--- src/core/ddc_pkg.sv ---
// Shared constants and types of the down-converter
package ddc_pkg;

	// ****************************************
	// Widths
	// ****************************************
	localparam int ADC_W    = 14;
	localparam int SAMPLE_W = 20;
	localparam int ACC_W    = SAMPLE_W + 5;
	localparam int NCO_W    = 32;
	localparam int LUT_W    = 12;
	localparam int ADDR_W   = 4;
	localparam int DATA_W   = 32;
	localparam int FIFO_DEPTH = 8;

	// ****************************************
	// Register map and reset values
	// ****************************************
	localparam logic [ADDR_W-1:0] CTRL_ADDR   = 4'h0;
	localparam logic [ADDR_W-1:0] FREQ_ADDR   = 4'h1;
	localparam logic [ADDR_W-1:0] STATUS_ADDR = 4'h2;
	localparam logic [ADDR_W-1:0] ACTIVE_ADDR = 4'h3;
	localparam logic [DATA_W-1:0] CTRL_RESET  = 32'h00000000;
	localparam logic [NCO_W-1:0]  FREQ_RESET  = 32'h00000000;
	localparam int                STAT_OVF_BIT = 0;
	localparam logic [2:0]        DECIM_CODE_MAX = 3'h4;
	localparam logic [4:0]        QUARTER_TURN   = 5'h08;

	// ****************************************
	// Arithmetic limits and quarter-wave sine
	// ****************************************
	localparam logic signed [SAMPLE_W-1:0] SAT_MAX = 20'h7FFFF;
	localparam logic signed [SAMPLE_W-1:0] SAT_MIN = 20'h80000;
	localparam logic [LUT_W-1:0] SINE_TABLE [0:8] = '{12'h000, 12'h190, 12'h310, 12'h472, 12'h5A8,
		12'h6A6, 12'h764, 12'h7D8, 12'h7FF};

	// ****************************************
	// Types
	// ****************************************
	typedef struct packed {
		logic [21:0] unused;
		logic        sync_en;
		logic        restart;
		logic [2:0]  decim;
		logic        invert;
		logic        gain;
		logic        fs4;
		logic        real_mode;
		logic        enable;
	} ctrl_type;

	typedef struct packed {
		logic signed [SAMPLE_W-1:0] i;
		logic signed [SAMPLE_W-1:0] q;
	} iq_type;

	typedef enum {EMIT_IDLE, EMIT_SECOND} emit_state_type;

endpackage

--- src/core/ddc_nco_decimator.sv ---
// Oscillator, mixer, decimating filter, output FIFO and register port
//
// Summary of operation
// - complex mode: shift, low-pass, then decimate
// - complex mode offers 6 dB gain option
// - real mode: no shift, real output
// - real mode offers 3 dB gain option
// - complex mode: quarter-rate mix gives real output, twice rate
// - 32-bit oscillator multiplies each input sample outside real mode
// - frequency word is signed, plus/minus half rate
// - new frequency waits for restart or sync
// - invert option subtracts oscillator frequency
// - decimation by 2, 4, 8, 16, 32
// - passband 0.8 complex, 0.4 real
// - stopbands set by a boxcar average, far below half-band rejection
// - real mode bypasses the mixer
// - filter accumulates at 25 bits, saturates to 20-bit output
// - sync clears dividers, phase, loads frequency
`timescale 1ns/1ps

module sample_fifo #(
	parameter int WIDTH = 40,
	parameter int DEPTH = 8
) (
	input  wire logic             sys_clk,
	input  wire logic             nrst,
	input  wire logic             in_valid,
	output logic                  in_ready,
	input  wire logic [WIDTH-1:0] in_data,
	output logic                  out_valid,
	input  wire logic             out_ready,
	output logic [WIDTH-1:0]      out_data
);
	localparam int PTR_W = $clog2(DEPTH);

	logic [WIDTH-1:0] mem [0:DEPTH-1];
	logic [PTR_W-1:0] wr_ptr;
	logic [PTR_W-1:0] rd_ptr;
	logic [PTR_W:0]   count;
	logic             push;
	logic             pop;

	assign in_ready  = (count != (PTR_W+1)'(DEPTH));
	assign out_valid = (count != '0);
	assign out_data  = mem[rd_ptr];
	assign push      = in_valid && in_ready;
	assign pop       = out_valid && out_ready;

	// Depth must be a power of two so the pointers wrap on their own
	always_ff @(posedge sys_clk)
	begin
		if (!nrst)
		begin
			wr_ptr <= '0;
			rd_ptr <= '0;
			count  <= '0;
		end
		else
		begin
			if (push)
				wr_ptr <= wr_ptr + 1'b1;
			if (pop)
				rd_ptr <= rd_ptr + 1'b1;
			if (push && !pop)
				count <= count + 1'b1;
			else if (pop && !push)
				count <= count - 1'b1;
		end
	end

	always_ff @(posedge sys_clk)
	begin
		if (push)
			mem[wr_ptr] <= in_data;
	end
endmodule

module ddc_nco_decimator (
	input  wire logic                            sys_clk,
	input  wire logic                            nrst,
	input  wire logic [ddc_pkg::ADDR_W-1:0]      reg_addr,
	input  wire logic [ddc_pkg::DATA_W-1:0]      reg_wdata,
	input  wire logic                            reg_wr,
	input  wire logic                            reg_rd,
	output logic [ddc_pkg::DATA_W-1:0]           reg_rdata,
	input  wire logic signed [ddc_pkg::ADC_W-1:0] adc_sample,
	input  wire logic                            powerdown_or_alignment_pin,
	input  wire logic                            out_ready,
	output ddc_pkg::iq_type                      out_sample,
	output logic                                 out_valid,
	output logic                                 out_real
);
	import ddc_pkg::*;

	// ****************************************
	// Helpers
	// ****************************************
	function automatic logic signed [LUT_W:0] sine_of(input logic [4:0] ph);
		logic signed [LUT_W:0] mag;
		mag = ph[3] ? $signed({1'b0, SINE_TABLE[4'h8 - {1'b0, ph[2:0]}]})
			: $signed({1'b0, SINE_TABLE[{1'b0, ph[2:0]}]});
		return ph[4] ? -mag : mag;
	endfunction

	function automatic logic signed [SAMPLE_W-1:0] saturate(input logic signed [SAMPLE_W+1:0] w);
		if (w > SAT_MAX)
			return SAT_MAX;
		else if (w < SAT_MIN)
			return SAT_MIN;
		return w[SAMPLE_W-1:0];
	endfunction

	function automatic logic signed [SAMPLE_W-1:0] negate(input logic signed [SAMPLE_W-1:0] x);
		return saturate(-{{2{x[SAMPLE_W-1]}}, x});
	endfunction

	// ****************************************
	// Register port
	// ****************************************
	ctrl_type       ctrl;
	ctrl_type       next_ctrl;
	logic [NCO_W-1:0] freq_pending;
	logic [NCO_W-1:0] freq_active;
	logic [NCO_W-1:0] phase;
	logic           overflow;
	logic           restart_evt;
	logic           fifo_in_ready;
	logic           fifo_out_valid;
	iq_type         fifo_data;
	logic           filt_valid;

	always_comb
	begin
		next_ctrl = ctrl_type'(reg_wdata);
		next_ctrl.unused = '0;
		if (next_ctrl.decim > DECIM_CODE_MAX)
			next_ctrl.decim = DECIM_CODE_MAX;
	end

	// Either edge of the restart bit counts as a toggle
	assign restart_evt = reg_wr && (reg_addr == CTRL_ADDR) && (next_ctrl.restart != ctrl.restart);

	always_ff @(posedge sys_clk)
	begin
		if (!nrst)
		begin
			ctrl         <= ctrl_type'(CTRL_RESET);
			freq_pending <= FREQ_RESET;
		end
		else if (reg_wr && reg_addr == CTRL_ADDR)
			ctrl <= next_ctrl;
		else if (reg_wr && reg_addr == FREQ_ADDR)
			freq_pending <= reg_wdata;
	end

	// Set wins over a clear in the same cycle
	always_ff @(posedge sys_clk)
	begin
		if (!nrst)
			overflow <= 1'b0;
		else if (filt_valid && !fifo_in_ready)
			overflow <= 1'b1;
		else if (reg_wr && reg_addr == STATUS_ADDR && reg_wdata[STAT_OVF_BIT])
			overflow <= 1'b0;
	end

	always_ff @(posedge sys_clk)
	begin
		if (!nrst)
			reg_rdata <= '0;
		else if (reg_rd)
			case (reg_addr)
				CTRL_ADDR:   reg_rdata <= DATA_W'(ctrl);
				FREQ_ADDR:   reg_rdata <= freq_pending;
				STATUS_ADDR: reg_rdata <= DATA_W'({freq_pending != freq_active, !fifo_out_valid, overflow});
				ACTIVE_ADDR: reg_rdata <= freq_active;
				default:     reg_rdata <= '0;
			endcase
		else
			reg_rdata <= '0;
	end

	// ****************************************
	// Alignment input
	// ****************************************
	logic sync_meta;
	logic sync_level;
	logic sync_prev;
	logic sync_evt;

	always_ff @(posedge sys_clk)
	begin
		if (!nrst)
		begin
			sync_meta  <= 1'b0;
			sync_level <= 1'b0;
			sync_prev  <= 1'b0;
		end
		else
		begin
			sync_meta  <= powerdown_or_alignment_pin;
			sync_level <= sync_meta;
			sync_prev  <= sync_level;
		end
	end

	// Resync mid-stream keeps divider phase only on 64-cycle multiples
	assign sync_evt = restart_evt || (ctrl.sync_en && sync_level && !sync_prev);

	// ****************************************
	// Oscillator
	// ****************************************
	// Two's complement wrap covers minus to plus half the rate
	always_ff @(posedge sys_clk)
	begin
		if (!nrst)
		begin
			phase       <= '0;
			freq_active <= FREQ_RESET;
		end
		else if (sync_evt)
		begin
			phase       <= '0;
			freq_active <= freq_pending;
		end
		else
			phase <= phase + freq_active;
	end

	// ****************************************
	// Mixer
	// ****************************************
	logic signed [LUT_W:0]       cos_v;
	logic signed [LUT_W:0]       sin_v;
	logic signed [ADC_W+LUT_W:0] prod_i;
	logic signed [ADC_W+LUT_W:0] prod_q;
	logic signed [SAMPLE_W-1:0]  mix_i;
	logic signed [SAMPLE_W-1:0]  mix_q;
	logic                        mix_valid;

	// 32-point wave keeps area small; spurs limit dynamic range
	always_comb
	begin
		cos_v  = sine_of(phase[NCO_W-1:NCO_W-5] + QUARTER_TURN);
		sin_v  = ctrl.invert ? -sine_of(phase[NCO_W-1:NCO_W-5]) : sine_of(phase[NCO_W-1:NCO_W-5]);
		prod_i = adc_sample * cos_v;
		prod_q = adc_sample * sin_v;
	end

	always_ff @(posedge sys_clk)
	begin
		if (!nrst)
		begin
			mix_i     <= '0;
			mix_q     <= '0;
			mix_valid <= 1'b0;
		end
		else
		begin
			mix_valid <= ctrl.enable;
			if (ctrl.real_mode)
			begin
				mix_i <= {adc_sample, 6'h00};
				mix_q <= '0;
			end
			else
			begin
				mix_i <= prod_i[SAMPLE_W+4:5];
				mix_q <= prod_q[SAMPLE_W+4:5];
			end
		end
	end

	// ****************************************
	// Decimating filter
	// ****************************************
	// Boxcar integrate-and-dump: cheap, but its alias rejection is far
	// from that of a long half-band chain
	logic signed [ACC_W-1:0]    acc_i;
	logic signed [ACC_W-1:0]    acc_q;
	logic signed [ACC_W-1:0]    next_acc_i;
	logic signed [ACC_W-1:0]    next_acc_q;
	logic signed [ACC_W-1:0]    scaled_i;
	logic signed [ACC_W-1:0]    scaled_q;
	logic [4:0]                 dec_cnt;
	logic [4:0]                 dec_last;
	iq_type                     filt_data;
	logic signed [SAMPLE_W+1:0] wide_i;
	logic signed [SAMPLE_W+1:0] wide_q;

	always_comb
	begin
		dec_last   = 5'((6'h02 << ctrl.decim) - 6'h01);
		next_acc_i = acc_i + mix_i;
		next_acc_q = acc_q + mix_q;
		scaled_i   = next_acc_i >>> (ctrl.decim + 3'h1);
		scaled_q   = next_acc_q >>> (ctrl.decim + 3'h1);
		wide_i     = scaled_i[SAMPLE_W+1:0];
		wide_q     = scaled_q[SAMPLE_W+1:0];
		if (ctrl.gain && ctrl.real_mode)
			wide_i = wide_i + (wide_i >>> 2) + (wide_i >>> 3) + (wide_i >>> 5);
		else if (ctrl.gain)
		begin
			wide_i = wide_i <<< 1;
			wide_q = wide_q <<< 1;
		end
	end

	always_ff @(posedge sys_clk)
	begin
		if (!nrst || !ctrl.enable || sync_evt)
		begin
			acc_i      <= '0;
			acc_q      <= '0;
			dec_cnt    <= '0;
			filt_valid <= 1'b0;
			filt_data  <= '0;
		end
		else if (mix_valid && dec_cnt == dec_last)
		begin
			acc_i       <= '0;
			acc_q       <= '0;
			dec_cnt     <= '0;
			filt_valid  <= 1'b1;
			filt_data.i <= saturate(wide_i);
			filt_data.q <= ctrl.real_mode ? '0 : saturate(wide_q);
		end
		else
		begin
			filt_valid <= 1'b0;
			if (mix_valid)
			begin
				acc_i   <= next_acc_i;
				acc_q   <= next_acc_q;
				dec_cnt <= dec_cnt + 5'h01;
			end
		end
	end

	// ****************************************
	// Output buffer and emitter
	// ****************************************
	// The converter cannot be stalled: a full buffer drops and flags
	emit_state_type             state;
	logic signed [SAMPLE_W-1:0] held;
	logic                       rot;
	logic                       fifo_pop;

	sample_fifo #(
		.WIDTH ($bits(iq_type)),
		.DEPTH (FIFO_DEPTH)
	) u_fifo (
		.sys_clk   (sys_clk),
		.nrst      (nrst),
		.in_valid  (filt_valid),
		.in_ready  (fifo_in_ready),
		.in_data   (filt_data),
		.out_valid (fifo_out_valid),
		.out_ready (fifo_pop),
		.out_data  (fifo_data)
	);

	assign fifo_pop = fifo_out_valid && out_ready && !out_valid && (state == EMIT_IDLE);

	always_ff @(posedge sys_clk)
	begin
		if (!nrst)
		begin
			state      <= EMIT_IDLE;
			out_valid  <= 1'b0;
			out_sample <= '0;
			out_real   <= 1'b0;
			held       <= '0;
			rot        <= 1'b0;
		end
		else
		begin
			out_valid <= 1'b0;
			if (sync_evt)
				rot <= 1'b0;
			case (state)
				EMIT_IDLE:
					if (fifo_pop && ctrl.fs4 && !ctrl.real_mode)
					begin
						out_sample <= '{rot ? negate(fifo_data.i) : fifo_data.i, '0};
						held       <= rot ? fifo_data.q : negate(fifo_data.q);
						out_real   <= 1'b1;
						out_valid  <= 1'b1;
						rot        <= ~rot;
						state      <= EMIT_SECOND;
					end
					else if (fifo_pop)
					begin
						out_sample <= fifo_data;
						out_real   <= ctrl.real_mode;
						out_valid  <= 1'b1;
					end
				EMIT_SECOND:
					if (out_ready && !out_valid)
					begin
						out_sample <= '{held, '0};
						out_valid  <= 1'b1;
						state      <= EMIT_IDLE;
					end
				default:
					state <= EMIT_IDLE;
			endcase
		end
	end

	// ****************************************
	// Checks
	// ****************************************
	a_sync_phase_clear: assert property (@(posedge sys_clk) disable iff (!nrst)
		sync_evt |=> phase == '0) else $error("phase not cleared by sync");
	a_sync_freq_load: assert property (@(posedge sys_clk) disable iff (!nrst)
		sync_evt |=> freq_active == $past(freq_pending)) else $error("frequency not loaded by sync");
	a_freq_held_until: assert property (@(posedge sys_clk) disable iff (!nrst)
		!sync_evt |=> $stable(freq_active)) else $error("frequency changed without sync");
	a_phase_step: assert property (@(posedge sys_clk) disable iff (!nrst)
		!sync_evt |=> phase == $past(phase) + $past(freq_active)) else $error("phase step wrong");
	a_real_bypass: assert property (@(posedge sys_clk) disable iff (!nrst)
		ctrl.real_mode |=> mix_q == '0 && mix_i == {$past(adc_sample), 6'h00}) else $error("mixer not bypassed");
	a_dump_count: assert property (@(posedge sys_clk) disable iff (!nrst)
		$rose(filt_valid) |-> $past(dec_cnt) == $past(dec_last)) else $error("dump at wrong count");
	a_strobe_single: assert property (@(posedge sys_clk) disable iff (!nrst)
		out_valid |=> !out_valid) else $error("valid longer than one cycle");
	a_fs4_pair: assert property (@(posedge sys_clk) disable iff (!nrst)
		$rose(state == EMIT_SECOND) |-> out_valid && out_real) else $error("first real half missing");
	a_overflow_sticky: assert property (@(posedge sys_clk) disable iff (!nrst)
		overflow && !(reg_wr && reg_addr == STATUS_ADDR) |=> overflow) else $error("overflow flag lost");
endmodule

--- config.mk ---
export PLATFORM = sky130hd
export DESIGN_NAME = ddc_nco_decimator
export DESIGN_NICKNAME = d
export VERILOG_FILES = /design/src/core/ddc_pkg.sv /design/src/core/ddc_nco_decimator.sv
export SDC_FILE = /design/constraint.sdc
export NUM_CORES = 2
export LEC_CHECK = 0
export ABC_CLOCK_PERIOD_IN_PS = 20300
export BUFFER_PORTS_ARGS = -buffer_cell sky130_fd_sc_hd__buf_2
export CORE_MARGIN = 5
export CORE_UTILIZATION = 40
export DETAILED_ROUTE_END_ITERATION = 8
export GPL_ROUTABILITY_DRIVEN = 0
export REMOVE_ABC_BUFFERS = 1
export SLEW_MARGIN = 10
export SYNTH_ARGS = -nofsm -noshare
export SYNTH_HDL_FRONTEND = slang
export SYNTH_SLANG_ARGS = --single-unit
--- constraint.sdc ---
create_clock -name sys_clk -period 20.3 [get_ports sys_clk]
set_input_delay 4.06 -clock sys_clk [delete_from_list [all_inputs] [get_ports sys_clk]]
set_output_delay 4.06 -clock sys_clk [all_outputs]
set_load 0.05 [all_outputs]
==> summary.md <==
Synthesis produced 4983 cells. The worst endpoint required time came out at 20830 ps. Timing would allow up to 99.48 MHz. Compared with the post-synthesis result, the final layout area differs by 10.28%. In the layout the commonest cells are sky130_fd_sc_hd__nand2_1, sky130_fd_sc_hd__inv_1, sky130_fd_sc_hd__nor2_1. VDD sags by at most 165.0 uV. The number of synthesized register bits came out at 676. Leaving out fill and tap cells, the most frequent cell in the layout is sky130_fd_sc_hd__nand2_1. Summing all non-filler instances in the final layout gives an area of 53580 um2. The flow ran to the end, and the final reports show no timing, DRC or antenna violations.

The tools report the number of placed I/O pins as 130. The headroom to the max-slew limit was 0.2090. The adder-cell share of the synthesized area works out to 0.2144. The number of clock buffers added by TritonCTS is 75. The critical path capture point type was a flop. The proportion of layout cells with a drive suffix above 1 was 0.1041; the horizontal die dimension was 358.5 um.

The average via count per standard cell came out at 5.384. Among all flip-flop cells after synthesis, the most frequent one is sky130_fd_sc_hd__dfxtp_1. After synthesis, the largest family of logic cells by area is adder cells. Summed over all layers, the global routing overflow is 0. The synthesized netlist contains 96 unique library cells. The initial antenna violation count is 0, and the clock transition at the register clock pins on the worst setup and hold paths after CTS is 60 ps.

The run gives 10580 ps as the worst path arrival time. The tree is rooted in a sky130_fd_sc_hd__clkbuf_16. In this run, the number of DRC markers left after iteration 0 of detailed routing was 2254. The area fraction in compound gates after synthesis is 0.1228, and the source-to-sink clock delay at the later pin of the worst-skew pair is 620 ps. For the global-route usage over all layers, the log shows 0.1861. The share of flip-flops with an asynchronous set or reset after synthesis is 0, and the number of I/O port buffers is 129.

Yosys mapped a number of flops with a built-in enable equal to 320. The startpoint type of the worst setup path is a flop. The post-route clock period utilization works out to 0.4952. Cell with the biggest individual delay on the critical path: sky130_fd_sc_hd__dfxtp_1.

The vertical die dimension works out to 358.5 um. After the last flow step, the layout net total stands at 5665. For the pin with the worst max-slew slack, the measured transition is 1184 ps. The count of cells resized by post-cts repair was 0; the antenna diode instance count was 0.

The first global-routing pass estimated 195000 um of wire. Setup repair after global routing left no endpoint under its margin. The number of design rule violations left after detail routing is 0. The post-CTS setup repair buffer count is 0. The first TritonRoute pass finished after 6 iterations. The power density of the placed cells came out at 118.2 nW/um2. Across the run, the number of max-cap violations was 0. The post-placement cell area came out at 50930 um2. The tools report the via count as 35900. Across all hold checks on the routed design, the worst slack comes to 437.0 ps. Hold repair after CTS inserted 0 buffers. Kind of critical path: reg2reg. The clock sink count came out at 676.

Across the routed clock network, the largest skew measured is 29.13 ps. Entering global routing, the biggest net connects 66 pins. The row count is 127, and the hold violation count in the final report is 0. The per-instance average area after synthesis works out to 9.750 um2.

The mux share of post-synthesis cell area was 0.07147. The Yosys step of the flow raised 0 warnings. Total length of routed wires: 120600 um.

The largest driver fanout on the critical path is 18, and the number of endpoints failing setup at the final stage is 0. The H-tree depth reported by CTS came out at 3. The total chip power is 0.006334 W. The largest single stage delay on the critical path is 690 ps. For the via count of the first global-routing pass, the log shows 35910.

The HPWL reported at the end of detailed placement is 87310 um, and the clock period minus worst slack is 10050 ps. The run gives 0.4039 as the starting utilization of the core area. The max-slew violation total from the final report was 0. The xor and xnor fraction of the mapped netlist area is 0.04038. Summing every instance area after synthesis gives 48580 um2. The run gives 0 ps as the sum of negative setup slack. The cell seen most often among critical-path stages is sky130_fd_sc_hd__fa_1.

The clock passes through at most 3 buffers. For this design the static power due to leakage is 21.44 nW. The share of synthesized cell area in and, or, nand and nor gates came out at 0.1472. Sequential element share of the synthesized area: 0.3445.

The region available for standard cell placement spans 120300 um2. TritonCTS built the clock tree. The class of the most critical hold timing path is reg2reg.

The floorplan die area came out at 128500 um2. The count of nets left with antenna violations once routing finished came out at 0. In the final routed layout, each cell accounts on average for 18.08 um.
==> cell families after synthesis <==
family | Yosys count
buffers and inverters | 754
and+or+nand+nor | 1559
muxes | 218
xor gates and xnor gates | 224
DFF | 676
AOI/OAI and AO/OA | 939
adders and majority gates | 613
==> cell usage after synthesis, drive strengths merged, types with 24 or more instances <==
library cell,count,area share
edfxtp,320,0.20
nor3,88,0.0092
mux2i,99,0.020
nand3,75,0.0078
xnor2,126,0.023
or3,28,0.0036
o21ai,175,0.018
a31oi,24,0.0031
mux4,99,0.046
nand2b,41,0.0054
xor2,98,0.018
a22oi,43,0.0066
fa,366,0.15
ha,247,0.064
a21o,41,0.0063
a211oi,40,0.0062
inv,494,0.038
or2,36,0.0046
buf,46,0.0046
and3,51,0.0066
nor2,426,0.033
o211ai,50,0.0077
and2,131,0.017
nor2b,28,0.0038
o21a,37,0.0059
dfxtp,356,0.15
a21oi,336,0.035
clkbuf,213,0.016
nand2,577,0.045
==> metrics by stage <==
stage,worst slack [ps],utilization,instances
final,10250,0.4454,6667
after global placement,9996,0.4234,6531
after detailed placement,9917,0.4234,6531
after global routing,9489,0.4454,6667
after floorplan,9465,-,4724
after CTS,10300,0.4454,6667
==> per-layer routing <==
layer	vias to the layer above	track usage	wire (um)
met5	-	0	0
met1	17780	0.2576	54480
met4	0	0.04098	2340
met2	825	0.3171	58020
met3	145	0.02009	5725
li1	17150	-	-
==> flip-flops by register name, summed over array words and instances, names as in the netlist, 3 cells and up, named ones only <==
signal         cells
u_fifo.count       4
held              20
acc_i             25
freq_active       32
ctrl              10
phase             32
mix_i             20
reg_rdata         32
mix_q             20
u_fifo.wr_ptr      3
acc_q             25
u_fifo.mem       320
filt_data         40
out_sample        40
freq_pending      32
dec_cnt            5
u_fifo.rd_ptr      3
==> path summary, 6_finish.rpt <==
| check | cells past startpoint | from | to | slack (ps) |
|---|---|---|---|---|
| max | 36 | phase[28]$_SDFF_PP0_ | mix_q[19]$_SDFF_PP0_ | 10250 |
| min | 1 | sync_meta$_SDFF_PN0_ | sync_level$_SDFF_PN0_ | 440 |
| max reg2reg | 36 | phase[28]$_SDFF_PP0_ | mix_q[19]$_SDFF_PP0_ | 10250 |
| min reg2reg | 1 | sync_meta$_SDFF_PN0_ | sync_level$_SDFF_PN0_ | 440 |
==> cell type report <==
class                           instances  area, um2
Fill cell                           11540      66710
Clock inverter                         42      585.6
Multi-Input combinational cell       3553      29160
Clock buffer                           94       2063
Sequential cell                       676      16750
Inverter                              495       1861
Tap cell                             1612       2017
Timing Repair Buffer                  195       1141
==> worst max-delay path, delay by kind of cell, from the launching register on <==
kind / cells / cell delay [ps]
buffers and inverters: 6 / 810
DFF: 1 / 690
and+or+nand+nor: 5 / 480
AOI/OAI and AO/OA: 14 / 3490
xor gates and xnor gates: 2 / 380
adders and majority gates: 9 / 4090
==> report_power, final <==
| group | internal [W] | switching, W | total (W) |
|---|---|---|---|
| logic | 0.00139 | 0.00196 | 0.00335 |
| registers | 0.00149 | 0.0000515 | 0.00154 |
| clock network | 0.000872 | 0.000572 | 0.00144 |
| total | 0.00375 | 0.00259 | 0.00633 |
(Power assumes the default switching activity.)
